`src/rtl/scd_pkg.sv`:
```
package scd_pkg;
  // Register offsets (byte addresses)
  localparam logic [7:0] OFS_RUN_CFG = 8'h00;
  localparam logic [7:0] OFS_RUN_CFG_EXT = 8'h04;
  localparam logic [7:0] OFS_DSLP_CFG = 8'h08;
  localparam logic [7:0] OFS_GATE = 8'h0C;
  localparam logic [7:0] OFS_STATUS = 8'h10;
  // Field positions, base, extended and deep sleep registers
  localparam int POS_MOSC_DIS = 0;
  localparam int POS_IOSC_DIS = 1;
  localparam int POS_OSC_LO = 4;
  localparam int POS_CRYSTAL_VALUE_FIELD_LO = 6;
  localparam int POS_PLL_SKIP = 11;
  localparam int POS_PLL_PWD = 13;
  localparam int POS_DIV_APPLY = 22;
  localparam int POS_DIV_LO = 23;
  localparam int POS_EXT_SEL = 31;
  localparam int POS_DSLP_EN = 0;
  localparam int DIV_W = 4;
  localparam int DIV_WIDE_W = DIV_W + 2;
  localparam int CRYSTAL_VALUE_FIELD_W = 5;
  // Reset values
  localparam logic [31:0] RUN_CFG_RST = 32'h0780_3A50;
  localparam logic [31:0] RUN_CFG_EXT_RST = 32'h07C0_2810;
  localparam logic [31:0] DSLP_CFG_RST = 32'h0780_0000;
  localparam logic [31:0] GATE_RST = 32'h0000_0000;
  // Oscillator sources
  localparam logic [2:0] SRC_MAIN = 3'h0;
  localparam logic [2:0] SRC_INT = 3'h1;
  localparam logic [2:0] SRC_INT_DIV4 = 3'h2;
  localparam logic [2:0] SRC_LOW = 3'h3;
  localparam logic [2:0] SRC_RTC = 3'h7;
  localparam logic [1:0] INT_DIV4_LAST = 2'h3;
  // Divider figures
  localparam logic [6:0] PLL_MIN_ENC = 7'h03;
  localparam logic [6:0] PLL_MIN_DIVISOR = 7'h04;
  localparam logic [6:0] BYP_MIN_DIVISOR = 7'h02;
  localparam logic [6:0] UNDIVIDED = 7'h01;
  // PLL lock counts in main oscillator cycles
  localparam int LOCK_COUNT_LOW = 'h1200;
  localparam int LOCK_COUNT_HIGH = 'h2400;
  localparam logic [CRYSTAL_VALUE_FIELD_W-1:0] CRYSTAL_VALUE_FIELD_HIGH_LIMIT = 5'h0F;
  localparam int LOCK_W = 14;
  // Converter clock: fractional step from the halved VCO
  localparam int VCO_HALF_MHZ = 200;
  localparam int ADC_MHZ = 16;
  localparam logic [7:0] ADC_STEP = 8'(ADC_MHZ);
  localparam logic [7:0] ADC_WRAP = 8'(VCO_HALF_MHZ);
  localparam int CLK_MHZ = 50;

  typedef struct packed {
    logic [7:0] addr;
    logic [31:0] wdata;
    logic wr;
    logic rd;
  } scd_bus_req_type;

  typedef struct packed {
    logic usePll;
    logic [2:0] src;
    logic [6:0] divisor;
  } scd_clk_cfg_type;
endpackage : scd_pkg

```
`src/rtl/scd_clock_divider.sv`:
```
// Our own choices: the address-and-strobe port and the placing of the registers.
`timescale 1ns/10ps
`default_nettype none
// Notes on behaviour
// - Extended register fields win over base fields when extended config is used.
// - Override only while ext_config_select is set; otherwise base fields rule.
// - Divider acts on PLL when pll_skip clear, on oscillator when set.
// - PLL path uses VCO divided by two before the divisor.
// - Effective divisor is the encoding plus one, base and wide fields.
// - PLL encodings below 0x3 reserved; 0x3 gives 50 MHz, default 0xF 12.5.
// - Bypass path divides source by divisor; encodings 0x0 and 0x1 divide by two.
// - Wide divider field is two bits wider, up to 0x3F for /64.
// - With extended config, pll_skip_ext chooses PLL or oscillator.
// - divider_apply clear and no PLL gives undivided source clock.
// - Converter clock derived at 16 MHz, independent of system divider.
// - Each peripheral has its own software-controlled gate off the system clock.
// - In deep sleep, source and divider may come from deep_sleep_clock_config.
// - Registers enable/disable oscillators and PLL and select crystal value.
// - Registers select the clock source used in deep sleep.
// - Source select: 0x0 main, 0x1 internal, 0x2 internal/4, 0x3 low-frequency.
// - PLL not used as system clock until lock counter expires.
module scd_clock_divider
  import scd_pkg::*;
#(
  parameter int N_PERIPH = 8,
  parameter int LOCK_LOW = LOCK_COUNT_LOW,
  parameter int LOCK_HIGH = LOCK_COUNT_HIGH
) (
  // Clock and reset
  input wire logic clk,
  input wire logic reset_n,
  input wire logic ce,
  // Register port
  input wire scd_bus_req_type busReq,
  output logic [31:0] rdata,
  // Oscillator pins: main, internal, low-frequency, real-time
  input wire logic [3:0] oscPin,
  // Halved VCO tick from the PLL, same clock domain
  input wire logic pllHalfTick,
  input wire logic deepSleep,
  // Clock tree enables and oscillator controls
  output logic sysClkEn,
  output logic adcClkEn,
  output logic [N_PERIPH-1:0] periphClkEn,
  output logic mainOscEnable,
  output logic intOscEnable,
  output logic pllPowerUp,
  output logic [CRYSTAL_VALUE_FIELD_W-1:0] crystalValue,
  output logic pllLocked
);

  function automatic logic [6:0] calcDivisor(input logic [6:0] enc, input logic usePll,
                                             input logic apply);
    logic [6:0] d;
    d = 7'(enc + 7'h01);
    if (usePll) begin
      calcDivisor = (enc < PLL_MIN_ENC) ? PLL_MIN_DIVISOR : d;
    end else if (!apply) begin
      calcDivisor = UNDIVIDED;
    end else begin
      calcDivisor = (d < BYP_MIN_DIVISOR) ? BYP_MIN_DIVISOR : d;
    end
  endfunction : calcDivisor

  ////////////////////////////////////////////////////////////////////////////////
  // Registers
  logic [31:0] runCfg_reg;
  logic [31:0] runCfgExt_reg;
  logic [31:0] dslpCfg_reg;
  logic [N_PERIPH-1:0] gate_reg;
  logic [31:0] status;

  always_ff @(posedge clk or negedge reset_n) begin
    if (!reset_n) begin
      runCfg_reg <= RUN_CFG_RST;
      runCfgExt_reg <= RUN_CFG_EXT_RST;
      dslpCfg_reg <= DSLP_CFG_RST;
      gate_reg <= N_PERIPH'(GATE_RST);
    end else if (ce && busReq.wr) begin
      case (busReq.addr)
        OFS_RUN_CFG: runCfg_reg <= busReq.wdata;
        OFS_RUN_CFG_EXT: runCfgExt_reg <= busReq.wdata;
        OFS_DSLP_CFG: dslpCfg_reg <= busReq.wdata;
        OFS_GATE: gate_reg <= busReq.wdata[N_PERIPH-1:0];
        default: ;
      endcase
    end
  end

  always_ff @(posedge clk or negedge reset_n) begin
    if (!reset_n) begin
      rdata <= '0;
    end else if (ce) begin
      if (busReq.rd) begin
        case (busReq.addr)
          OFS_RUN_CFG: rdata <= runCfg_reg;
          OFS_RUN_CFG_EXT: rdata <= runCfgExt_reg;
          OFS_DSLP_CFG: rdata <= dslpCfg_reg;
          OFS_GATE: rdata <= 32'(gate_reg);
          OFS_STATUS: rdata <= status;
          default: rdata <= '0;
        endcase
      end else begin
        rdata <= '0;
      end
    end
  end

  ////////////////////////////////////////////////////////////////////////////////
  // Field decode
  logic extSel;
  logic pllPwd;
  logic [CRYSTAL_VALUE_FIELD_W-1:0] crystal_value_field;
  assign extSel = runCfgExt_reg[POS_EXT_SEL];
  assign pllPwd = extSel ? runCfgExt_reg[POS_PLL_PWD] : runCfg_reg[POS_PLL_PWD];
  assign crystal_value_field = runCfg_reg[POS_CRYSTAL_VALUE_FIELD_LO +: CRYSTAL_VALUE_FIELD_W];

  always_ff @(posedge clk or negedge reset_n) begin
    if (!reset_n) begin
      mainOscEnable <= 1'b0;
      intOscEnable <= 1'b1;
      pllPowerUp <= 1'b0;
      crystalValue <= '0;
    end else if (ce) begin
      mainOscEnable <= !runCfg_reg[POS_MOSC_DIS];
      intOscEnable <= !runCfg_reg[POS_IOSC_DIS];
      pllPowerUp <= !pllPwd;
      crystalValue <= crystal_value_field;
    end
  end

  ////////////////////////////////////////////////////////////////////////////////
  // Oscillator pin synchronisers
  logic [3:0] sync1_reg;
  logic [3:0] sync2_reg;
  logic [3:0] sync3_reg;
  logic [3:0] oscLevel_reg;
  logic [3:0] oscTick;

  genvar gi;
  generate
    for (gi = 0; gi < 4; gi++) begin : g_sync
      always_ff @(posedge clk or negedge reset_n) begin
        if (!reset_n) begin
          sync1_reg[gi] <= 1'b0;
          sync2_reg[gi] <= 1'b0;
          sync3_reg[gi] <= 1'b0;
          oscLevel_reg[gi] <= 1'b0;
        end else if (ce) begin
          sync1_reg[gi] <= oscPin[gi];
          sync2_reg[gi] <= sync1_reg[gi];
          sync3_reg[gi] <= sync2_reg[gi];
          if (sync2_reg[gi] == sync3_reg[gi]) begin
            oscLevel_reg[gi] <= sync2_reg[gi];
          end
        end
      end
      assign oscTick[gi] = (sync2_reg[gi] == sync3_reg[gi]) && sync2_reg[gi] &&
                           !oscLevel_reg[gi];
    end
  endgenerate

  logic [1:0] intDiv_reg;
  always_ff @(posedge clk or negedge reset_n) begin
    if (!reset_n) begin
      intDiv_reg <= '0;
    end else if (ce && oscTick[1]) begin
      intDiv_reg <= 2'(intDiv_reg + 2'h1);
    end
  end

  // Disabled main and internal oscillators deliver no ticks; the internal/4 source counts raw internal ticks
  logic mainTick;
  logic intTick;
  assign mainTick = oscTick[0] && !runCfg_reg[POS_MOSC_DIS];
  assign intTick = oscTick[1] && !runCfg_reg[POS_IOSC_DIS];

  function automatic logic srcTick(input logic [2:0] sel, input logic mainT, input logic intT,
                                   input logic div4T, input logic lowT, input logic rtcT);
    case (sel)
      SRC_MAIN: srcTick = mainT;
      SRC_INT: srcTick = intT;
      SRC_INT_DIV4: srcTick = div4T;
      SRC_LOW: srcTick = lowT;
      SRC_RTC: srcTick = rtcT;
      default: srcTick = 1'b0;
    endcase
  endfunction : srcTick

  ////////////////////////////////////////////////////////////////////////////////
  // PLL lock timer
  logic [LOCK_W-1:0] lockCnt_reg;
  logic [CRYSTAL_VALUE_FIELD_W-1:0] xtalPrev_reg;
  logic pllPwdPrev_reg;
  logic relock;
  logic pllReady;
  assign relock = (crystal_value_field != xtalPrev_reg) || (pllPwdPrev_reg && !pllPwd);
  // A relock request blocks ready in its own cycle, before the counter has reloaded
  assign pllReady = (lockCnt_reg == '0) && !pllPwd && !relock;

  always_ff @(posedge clk or negedge reset_n) begin
    if (!reset_n) begin
      lockCnt_reg <= '0;
      xtalPrev_reg <= RUN_CFG_RST[POS_CRYSTAL_VALUE_FIELD_LO +: CRYSTAL_VALUE_FIELD_W];
      pllPwdPrev_reg <= 1'b1;
    end else if (ce) begin
      xtalPrev_reg <= crystal_value_field;
      pllPwdPrev_reg <= pllPwd;
      if (relock) begin
        lockCnt_reg <= (crystal_value_field > CRYSTAL_VALUE_FIELD_HIGH_LIMIT) ? LOCK_W'(LOCK_HIGH) : LOCK_W'(LOCK_LOW);
      end else if (mainTick && lockCnt_reg != '0) begin
        lockCnt_reg <= LOCK_W'(lockCnt_reg - 1'b1);
      end
    end
  end

  always_ff @(posedge clk or negedge reset_n) begin
    if (!reset_n) begin
      pllLocked <= 1'b0;
    end else if (ce) begin
      pllLocked <= pllReady;
    end
  end

  ////////////////////////////////////////////////////////////////////////////////
  // Configuration selection
  scd_clk_cfg_type cfgNext;
  logic wantPll;
  logic [6:0] encSel;

  always_comb begin
    cfgNext = '0;
    wantPll = 1'b0;
    encSel = '0;
    if (deepSleep && dslpCfg_reg[POS_DSLP_EN]) begin
      encSel = 7'(dslpCfg_reg[POS_DIV_LO +: DIV_WIDE_W]);
      cfgNext.src = dslpCfg_reg[POS_OSC_LO +: 3];
      cfgNext.divisor = calcDivisor(encSel, 1'b0, 1'b1);
    end else if (extSel) begin
      wantPll = !runCfgExt_reg[POS_PLL_SKIP];
      encSel = 7'(runCfgExt_reg[POS_DIV_LO +: DIV_WIDE_W]);
      cfgNext.src = runCfgExt_reg[POS_OSC_LO +: 3];
      cfgNext.divisor = calcDivisor(encSel, wantPll, 1'b1);
    end else begin
      wantPll = !runCfg_reg[POS_PLL_SKIP];
      encSel = 7'(runCfg_reg[POS_DIV_LO +: DIV_W]);
      cfgNext.src = {1'b0, runCfg_reg[POS_OSC_LO +: 2]};
      cfgNext.divisor = calcDivisor(encSel, wantPll, runCfg_reg[POS_DIV_APPLY]);
    end
    // Until lock the oscillator keeps running the system, undivided rules aside
    cfgNext.usePll = wantPll && pllReady;
  end

  ////////////////////////////////////////////////////////////////////////////////
  // System divider: new settings load only at a period boundary
  scd_clk_cfg_type active_reg;
  logic [6:0] divCnt_reg;
  logic tick;
  logic wrap;
  assign tick = active_reg.usePll ? pllHalfTick :
                srcTick(active_reg.src, mainTick, intTick,
                        oscTick[1] && intDiv_reg == INT_DIV4_LAST, oscTick[2], oscTick[3]);
  assign wrap = tick && (divCnt_reg >= 7'(active_reg.divisor - 7'h01));

  // A stopped source stalls the switch; software must start a source before use
  always_ff @(posedge clk or negedge reset_n) begin
    if (!reset_n) begin
      active_reg <= '{usePll: 1'b0, src: SRC_MAIN, divisor: UNDIVIDED};
      divCnt_reg <= '0;
      sysClkEn <= 1'b0;
    end else if (ce) begin
      sysClkEn <= wrap;
      if (wrap) begin
        divCnt_reg <= '0;
        active_reg <= cfgNext;
      end else if (tick) begin
        divCnt_reg <= 7'(divCnt_reg + 7'h01);
      end
    end
  end

  generate
    for (gi = 0; gi < N_PERIPH; gi++) begin : g_gate
      always_ff @(posedge clk or negedge reset_n) begin
        if (!reset_n) begin
          periphClkEn[gi] <= 1'b0;
        end else if (ce) begin
          periphClkEn[gi] <= wrap && gate_reg[gi];
        end
      end
    end
  endgenerate

  ////////////////////////////////////////////////////////////////////////////////
  // Converter clock: 16 of every 200 halved VCO ticks, spread evenly
  logic [7:0] adcAcc_reg;
  logic [8:0] adcSum;
  assign adcSum = {1'b0, adcAcc_reg} + {1'b0, ADC_STEP};

  always_ff @(posedge clk or negedge reset_n) begin
    if (!reset_n) begin
      adcAcc_reg <= '0;
      adcClkEn <= 1'b0;
    end else if (ce) begin
      adcClkEn <= 1'b0;
      if (pllHalfTick && !pllPwd) begin
        if (adcSum >= {1'b0, ADC_WRAP}) begin
          adcAcc_reg <= 8'(adcSum - {1'b0, ADC_WRAP});
          adcClkEn <= 1'b1;
        end else begin
          adcAcc_reg <= adcSum[7:0];
        end
      end
    end
  end

  assign status = {pllReady, active_reg.usePll, 15'h0000, active_reg.src, 5'h00,
                   active_reg.divisor};
endmodule : scd_clock_divider
`default_nettype wire

```
`config.mk`:
```
export PLATFORM = sky130hd
export DESIGN_NAME = scd_clock_divider
export DESIGN_NICKNAME = d
export VERILOG_FILES = /design/src/rtl/scd_pkg.sv /design/src/rtl/scd_clock_divider.sv
export SDC_FILE = /design/constraint.sdc
export NUM_CORES = 1
export LEC_CHECK = 0
export BUFFER_PORTS_ARGS = -buffer_cell sky130_fd_sc_hd__buf_2
export CAP_MARGIN = 20
export CORE_MARGIN = 4
export CORE_UTILIZATION = 45
export DETAILED_ROUTE_END_ITERATION = 12
export GPL_ROUTABILITY_DRIVEN = 0
export PLACE_DENSITY = 0.75
export SLEW_MARGIN = 15
export SYNTH_ARGS = -nofsm -noshare
export SYNTH_HDL_FRONTEND = slang
export SYNTH_SLANG_ARGS = --single-unit
```
`constraint.sdc`:
```
create_clock -name clk -period 2.45 [get_ports clk]
set_input_delay 0.49 -clock clk [delete_from_list [all_inputs] [get_ports clk]]
set_output_delay 0.49 -clock clk [all_outputs]
set_load 0.02 [all_outputs]
```
==> impl_metrics.csv, run 1 <==
group,metric,value,unit
global_route,overflow,0,
floorplan,die_width,159,µm
pwr,switching_share,29.9,%
job,maxCapViolCount,0,
pwr,comb_power_share,23.6,%
synth,synth_cell_types,64,
sta,slew_headroom,54.5,%
finish,stdcell_area,12100,µm²
critical_path,slowest_stage,"dfstp_2",
place,placed_area,11200,µm²
global_route,grt_max_degree,58,
clock_network,clock_latency,0.51,ns
synth,syn_nets,954,
drt,wl_met2,11.7,mm
synth,ys_seq_elements,213,
synth,synthFlopType,"dfrtp_1",
clock_network,clk_pin_slew,0.06,ns
critical_path,cp_max_fo,7,
drt,drt-vias-per-instance,5.76,
synth,syn_area,10200,µm²
floorplan,row_count,54,
sta,slew_violations,0,
critical_path,cp.arrival,3.05,ns
sta,hold_viol,0,
sta,max_clock_freq,377,MHz
critical_path,worstSetupPathType,"reg -> reg",
place,port-buffer-count,101,
sta,fin_hold_ws,0.215,ns
sta,max_slew.worst_pin.slew,0.676,ns
place,dp.cells,1255,
finish,nFillCells,1881,
clock_network,clock_sinks,213,
finish,syn2layout_area_growth,18.6,%
clock_network,htreeDepth,1,
global_route,antenna_found_initial,1,
floorplan,ioPinCount,102,
sta,rsz0062_at_grt,"true",
synth,yosysWarnings,0,
pwr,p_per_area,839,nW/µm²
place,pre_cts_ws,-0.216,ns
finish,final_cells,1305,
sta,fin_crit_sh,108,%
critical_path,max_stage_delay,0.56,ns
finish,final_nets,1081,
floorplan,core_area,22100,µm²
clock_network,ctsRootBufferMaster,"clkbuf_16",
pwr,p_leak,5.82,nW
synth,synthArstFlopShare,100,%
sta,fin_crit,2.65,ns
sta,skew,0.00821,ns
pwr,ir_drop,460,µV
drt,post-route-drc-count,0,
run_status,violations,"setup timing",
floorplan,initial_core_util,46.2,%
drt,dr_wl_met3,1.48,mm
global_route,grt_pass1_vias,7581,
drt,wl_per_cell,19.3,µm
critical_path,cp_common_cell,"a21o_1",
drt,ant_nets,0,
synth,synthCells,880,
pwr,clock_power_share,34.0,%
sta,setup_violations,27,
floorplan,dieArea,25200,µm²
drt,routed.top_layer,"met4",
synth,syn_area_per_cell,11.6,µm²
synth,ys_seq_area_share,52.5,%
global_route,grt_pass1_wl,40.2,mm
critical_path,critPathLaunchType,"register",
drt,routed_wl,25.2,mm
critical_path,path_cells,"inv_2 > ha_4 > nand2_4 > xor2_2 > ha_1 > a21o_1 > a21o_1 > a221o_1 > buf_4 > o211a_4 > a22o_1",
pwr,p_seq_share,42.4,%
drt,vias,7513,
finish,drive_gt1_share,33.8,%
min_path,hold_path_class,"in -> reg",
drt,dr.first_iter.drc_count,518,
critical_path,end_kind,"register",
pwr,internal_power,7.12,mW
run_status,status,"finished, violations left",
synth,synth_edf_count,0,
place,dp_hpwl,17.3,mm
sta,fin_ws,-0.203,ns
floorplan,die_h,159,µm
clock_network,clockBufferDepth,3,
critical_path,cp.required,2.85,ns
pwr,p_sw,3.03,mW
drt,wl_met1,11.3,mm
global_route,track_usage,19.9,%
drt,dr.pass1.iters,9,
clock_network,tritoncts,"built",
clock_network,cts_buffers,23,
## cell usage after synthesis, types with 6 or more instances
cell / instances / area [µm²]
and3_1: 11 / 68.8
ha_1: 23 / 288
mux2_2: 112 / 1260
mux2i_1: 23 / 230
mux2_1: 7 / 78.8
xor2_1: 14 / 123
a22o_1: 8 / 70.1
buf_6: 9 / 101
a21oi_1: 43 / 215
inv_1: 23 / 86.3
o21ai_0: 49 / 245
a21o_1: 8 / 60.1
nand3b_1: 6 / 45.0
buf_4: 6 / 45.0
a22oi_1: 10 / 75.1
o2bb2ai_1: 21 / 184
nand3_1: 19 / 95.1
nand2_1: 62 / 233
nor3_1: 13 / 65.1
xnor2_1: 17 / 149
a31oi_1: 8 / 50.1
buf_2: 6 / 30.0
nor2_1: 54 / 203
dfrtp_1: 186 / 4650
dfstp_2: 27 / 709
clkbuf_1: 22 / 82.6
and2_1: 6 / 37.5
## what timing repair did
action / 4_1_cts / 5_1_grt
pin swaps: 5 / 3
buffers inserted: 5 / 0
hold buffers: 1 / 0
setup endpoints to repair: 27 / 27
resized for setup: 12 / 11
hold endpoints to repair: 48 / 0
cloned: 1 / 0
## placed cells by master (no fill, tap or decap), types with 19 or more instances in the layout
cell type  instances
ha_1              22
nand2_1           61
clkbuf_16         23
o21ai_0           42
dfrtp_1          186
nor2_1            53
buf_2            100
buf_4             38
nand3_1           19
mux2_2           112
a21oi_1           43
o2bb2ai_1         21
inv_1             21
mux2i_1           23
dfstp_2           27
## layout make-up
type                    count  area [µm²]  share of cell area [%]
clock buffers              36         704                    5.82
well taps                 280         350                    2.89
diodes                      2        5.00                  0.0413
inverters                  23        86.3                   0.713
flip-flops and latches    213        5360                    44.3
clock inverters             5        52.6                   0.434
multi-input cells         598        4580                    37.9
repair buffers            148         961                    7.94
## cells by family after synthesis
kind of cell / Yosys count / share of synthesized area (%)
AOI/OAI and AO/OA: 193 / 12.8
and+or+nand+nor: 207 / 10.0
DFF: 213 / 52.5
buffers and inverters: 70 / 3.53
adders and majority gates: 23 / 2.82
muxes: 143 / 15.6
xor gates and xnor gates: 31 / 2.66
## routing by layer
metal	up-vias	GRT usage [%]
met5	-	0
met4	0	6.17
met3	50	3.51
met2	236	32.0
met1	3756	27.5
li1	3471	-
## power by group through the flow
stage | logic [mW] | clock network (mW) | registers, mW
floorplan | 1.50 | 0 | 4.28
global placement | 2.10 | 0 | 4.33
detailed placement | 2.18 | 0 | 4.35
CTS | 2.34 | 3.52 | 4.30
global route | 2.67 | 3.66 | 4.36
finish | 2.40 | 3.45 | 4.31
## final timing paths
check                               from                 to  slack (ns)  cells after the start
max in group asynchronous        reset_n  runCfgExt_reg[11]        1.16                      3
hold / removal                 oscPin[2]       sync1_reg[2]        0.21                      2
setup / recovery           active_reg[0]     periphClkEn[7]       -0.20                     11
hold reg to reg                rdata[30]          rdata[30]        0.48                      1
min in group asynchronous        reset_n      divCnt_reg[2]        0.51                      2
setup reg to reg           active_reg[0]     periphClkEn[7]       -0.20                     11
## stage by stage
stage	util [%]	TNS, ns	total power [mW]
5_1_grt	54.8	-5.50	10.7
3_5_place_dp	50.8	-5.55	6.53
4_1_cts	54.6	-2.77	10.2
3_3_place_gp	50.8	-2.18	6.43
6_report	54.8	-3.69	10.2
2_1_floorplan	-	-0.483	5.77
## critical path, delay by kind of cell (launching register included)
kind	cells	cell delay, ns
compound gates	5	1.11
xor+xnor	1	0.15
fa+ha+maj	2	0.42
buf+inv	2	0.23
flops	1	0.56
simple gates	1	0.08
No activity file was read; power rests on OpenSTA's default activity.
==> run 2: changes to the inputs <==
RECOVER_POWER = 100   (was default)
==> run 2 against run 1 <==
The flow still finishes with violations (setup timing). Sequential power is essentially flat. Register-to-register slack is essentially flat. Total power shrank 0.25%. Die area is the same. Combinational power is essentially flat. Global-route usage is the same. Final area shrank 1.6%. Critical path depth is the same. Highest routed layer unchanged.
==> impl_metrics.csv, run 2 (synthesized netlist as in run 1, its figures left out) <==
group,metric,value,unit
critical_path,r2r_start,"active_reg[0]",
clock_network,clockBufferDepth,3,
sta,fin_ws,-0.198,ns
drt,dr.first_iter.drc_count,510,
global_route,overflow,0,
floorplan,row_count,54,
drt,routed_wl,25.2,mm
clock_network,ctsRootBufferMaster,"clkbuf_16",
sta,slew_violations,0,
finish,stdcell_area,11900,µm²
critical_path,worstSetupPathType,"reg -> reg",
min_path,hold_path_class,"in -> reg",
floorplan,dieArea,25200,µm²
critical_path,critPathLaunchType,"register",
finish,drive_gt1_share,27.5,%
clock_network,clk_pin_slew,0.06,ns
sta,fin_crit_sh,108,%
finish,syn2layout_area_growth,16.8,%
sta,max_slew.worst_pin.slew,1.42,ns
sta,tns,-4.44,ns
global_route,antenna_found_initial,1,
critical_path,cp_max_fo,7,
place,placed_area,11200,µm²
drt,drt-vias-per-instance,5.72,
critical_path,rr_worst_depth,11,
critical_path,cp_common_cell,"a21o_1",
global_route,grt_pass1_wl,40.2,mm
global_route,track_usage,19.9,%
critical_path,cp.required,2.84,ns
drt,ant_nets,0,
job,maxCapViolCount,0,
clock_network,clock_sinks,213,
clock_network,htreeDepth,1,
floorplan,core_area,22100,µm²
sta,rsz0062_at_grt,"true",
sta,hold_viol,0,
critical_path,cp.arrival,3.04,ns
floorplan,initial_core_util,46.2,%
critical_path,critical_path.top_delay_family,"compound AO/OA/AOI/OAI gates",
critical_path,slowest_stage,"dfstp_2",
floorplan,die_width,159,µm
floorplan,die_h,159,µm
drt,vias,7465,
clock_network,clock_latency,0.51,ns
finish,final_nets,1081,
min_path,worstHoldStart,"oscPin[2]",
critical_path,max_stage_delay,0.56,ns
sta,setup_violations,49,
floorplan,ioPinCount,102,
critical_path,path_buf_inv,2,
finish,mostFrequentLayoutCells,"dfrtp_1 (186), mux2_2 (111), clkbuf_1 (63)",
global_route,grt_max_degree,58,
min_path,holdPathEnd,"sync1_reg[2]",
drt,post-route-drc-count,0,
drt,wl_per_cell,19.3,µm
sta,fin_hold_ws,0.218,ns
drt,dr.pass1.iters,6,
critical_path,worst_r2r_endpoint,"periphClkEn[2]",
global_route,grt_pass1_vias,7581,
clock_network,tritoncts,"built",
run_status,violations,"setup timing",
place,dp_hpwl,17.3,mm
sta,skew,0.00871,ns
critical_path,reg2reg_slack,-0.20,ns
critical_path,end_kind,"register",
sta,fin_crit,2.65,ns
pwr,ir_drop,462,µV
clock_network,cts_buffers,23,
min_path,whs_path_depth,2,
finish,final_common_cell,"dfrtp_1",
critical_path,path_cells,"inv_2 > ha_4 > nand2_4 > xor2_2 > ha_1 > a21o_1 > a21o_1 > a221o_1 > buf_4 > o211a_4 > a22o_1",
pwr,p_per_area,850,nW/µm²
place,port-buffer-count,101,
run_status,status,"finished, violations left",
pwr,p_leak,5.55,nW
sta,max_clock_freq,378,MHz
sta,slew_headroom,5.58,%
run 2: metal layers:
layer | global-route usage [%] | vias to the layer above | share of wire [%]
met5 | 0 | - | 0
li1 | - | 3466 | -
met4 | 6.17 | 0 | 2.9
met3 | 3.51 | 54 | 5.9
met1 | 27.5 | 3720 | 45
met2 | 32.0 | 225 | 46
run 2: how the worst max path moves through the flow:
stage / from / cells after the start / to / slack, ns
detailed placement: active_reg[0] / 10 / divCnt_reg[6] / -0.22
floorplan: active_reg[0] / 11 / periphClkEn[0] / -0.05
global route: active_reg[0] / 12 / active_reg[8] / -0.27
global placement: active_reg[0] / 10 / divCnt_reg[6] / -0.09
CTS: active_reg[0] / 11 / periphClkEn[2] / -0.15
finish: active_reg[0] / 11 / periphClkEn[2] / -0.20
run 2: stage by stage:
| step | instances | total power, mW | setup slack (ns) | util [%] |
|---|---|---|---|---|
| global placement | 1255 | 6.43 | -0.0866 | 50.8 |
| global route | 1304 | 10.7 | -0.268 | 53.9 |
| detailed placement | 1255 | 6.53 | -0.216 | 50.8 |
| CTS | 1303 | 10.2 | -0.155 | 54.6 |
| floorplan | 880 | 5.77 | -0.0478 | - |
| finish | 1305 | 10.1 | -0.198 | 53.9 |
run 2: worst register-to-register path, stage by stage, from the launching register on:
cell and delay [ns]:
dfstp_2 0.56, inv_2 0.06, ha_4 0.16, nand2_4 0.08
xor2_2 0.15, ha_1 0.26, a21o_1 0.17, a21o_1 0.17
a221o_1 0.41, buf_4 0.17, o211a_4 0.18, a22o_1 0.18
run 2: report_power, final:
group | internal [mW] | switching [mW] | total [mW]
sequential | 3.92 | 0.390 | 4.31
combinational | 1.11 | 1.26 | 2.37
clock | 2.07 | 1.38 | 3.45
total | 7.10 | 3.03 | 10.1
run 2: area by class of cell:
class                           count  area (µm²)
Fill cell                        1913       10200
Sequential cell                   213        5360
Multi-Input combinational cell    598        4570
Timing Repair Buffer              148         782
Clock buffer                       36         704
Tap cell                          280         350
Inverter                           23        86.3
Clock inverter                      5        52.6
Antenna cell                        2        5.00
run 2: repair_timing:
action / in CTS / in global routing
endpoints found under the hold margin: 48 / 0
setup endpoints to repair: 27 / 27
cloned: 1 / 0
hold buffers: 1 / 0
setup buffers: 5 / 0
pin swaps: 5 / 3
gates resized for setup: 12 / 11
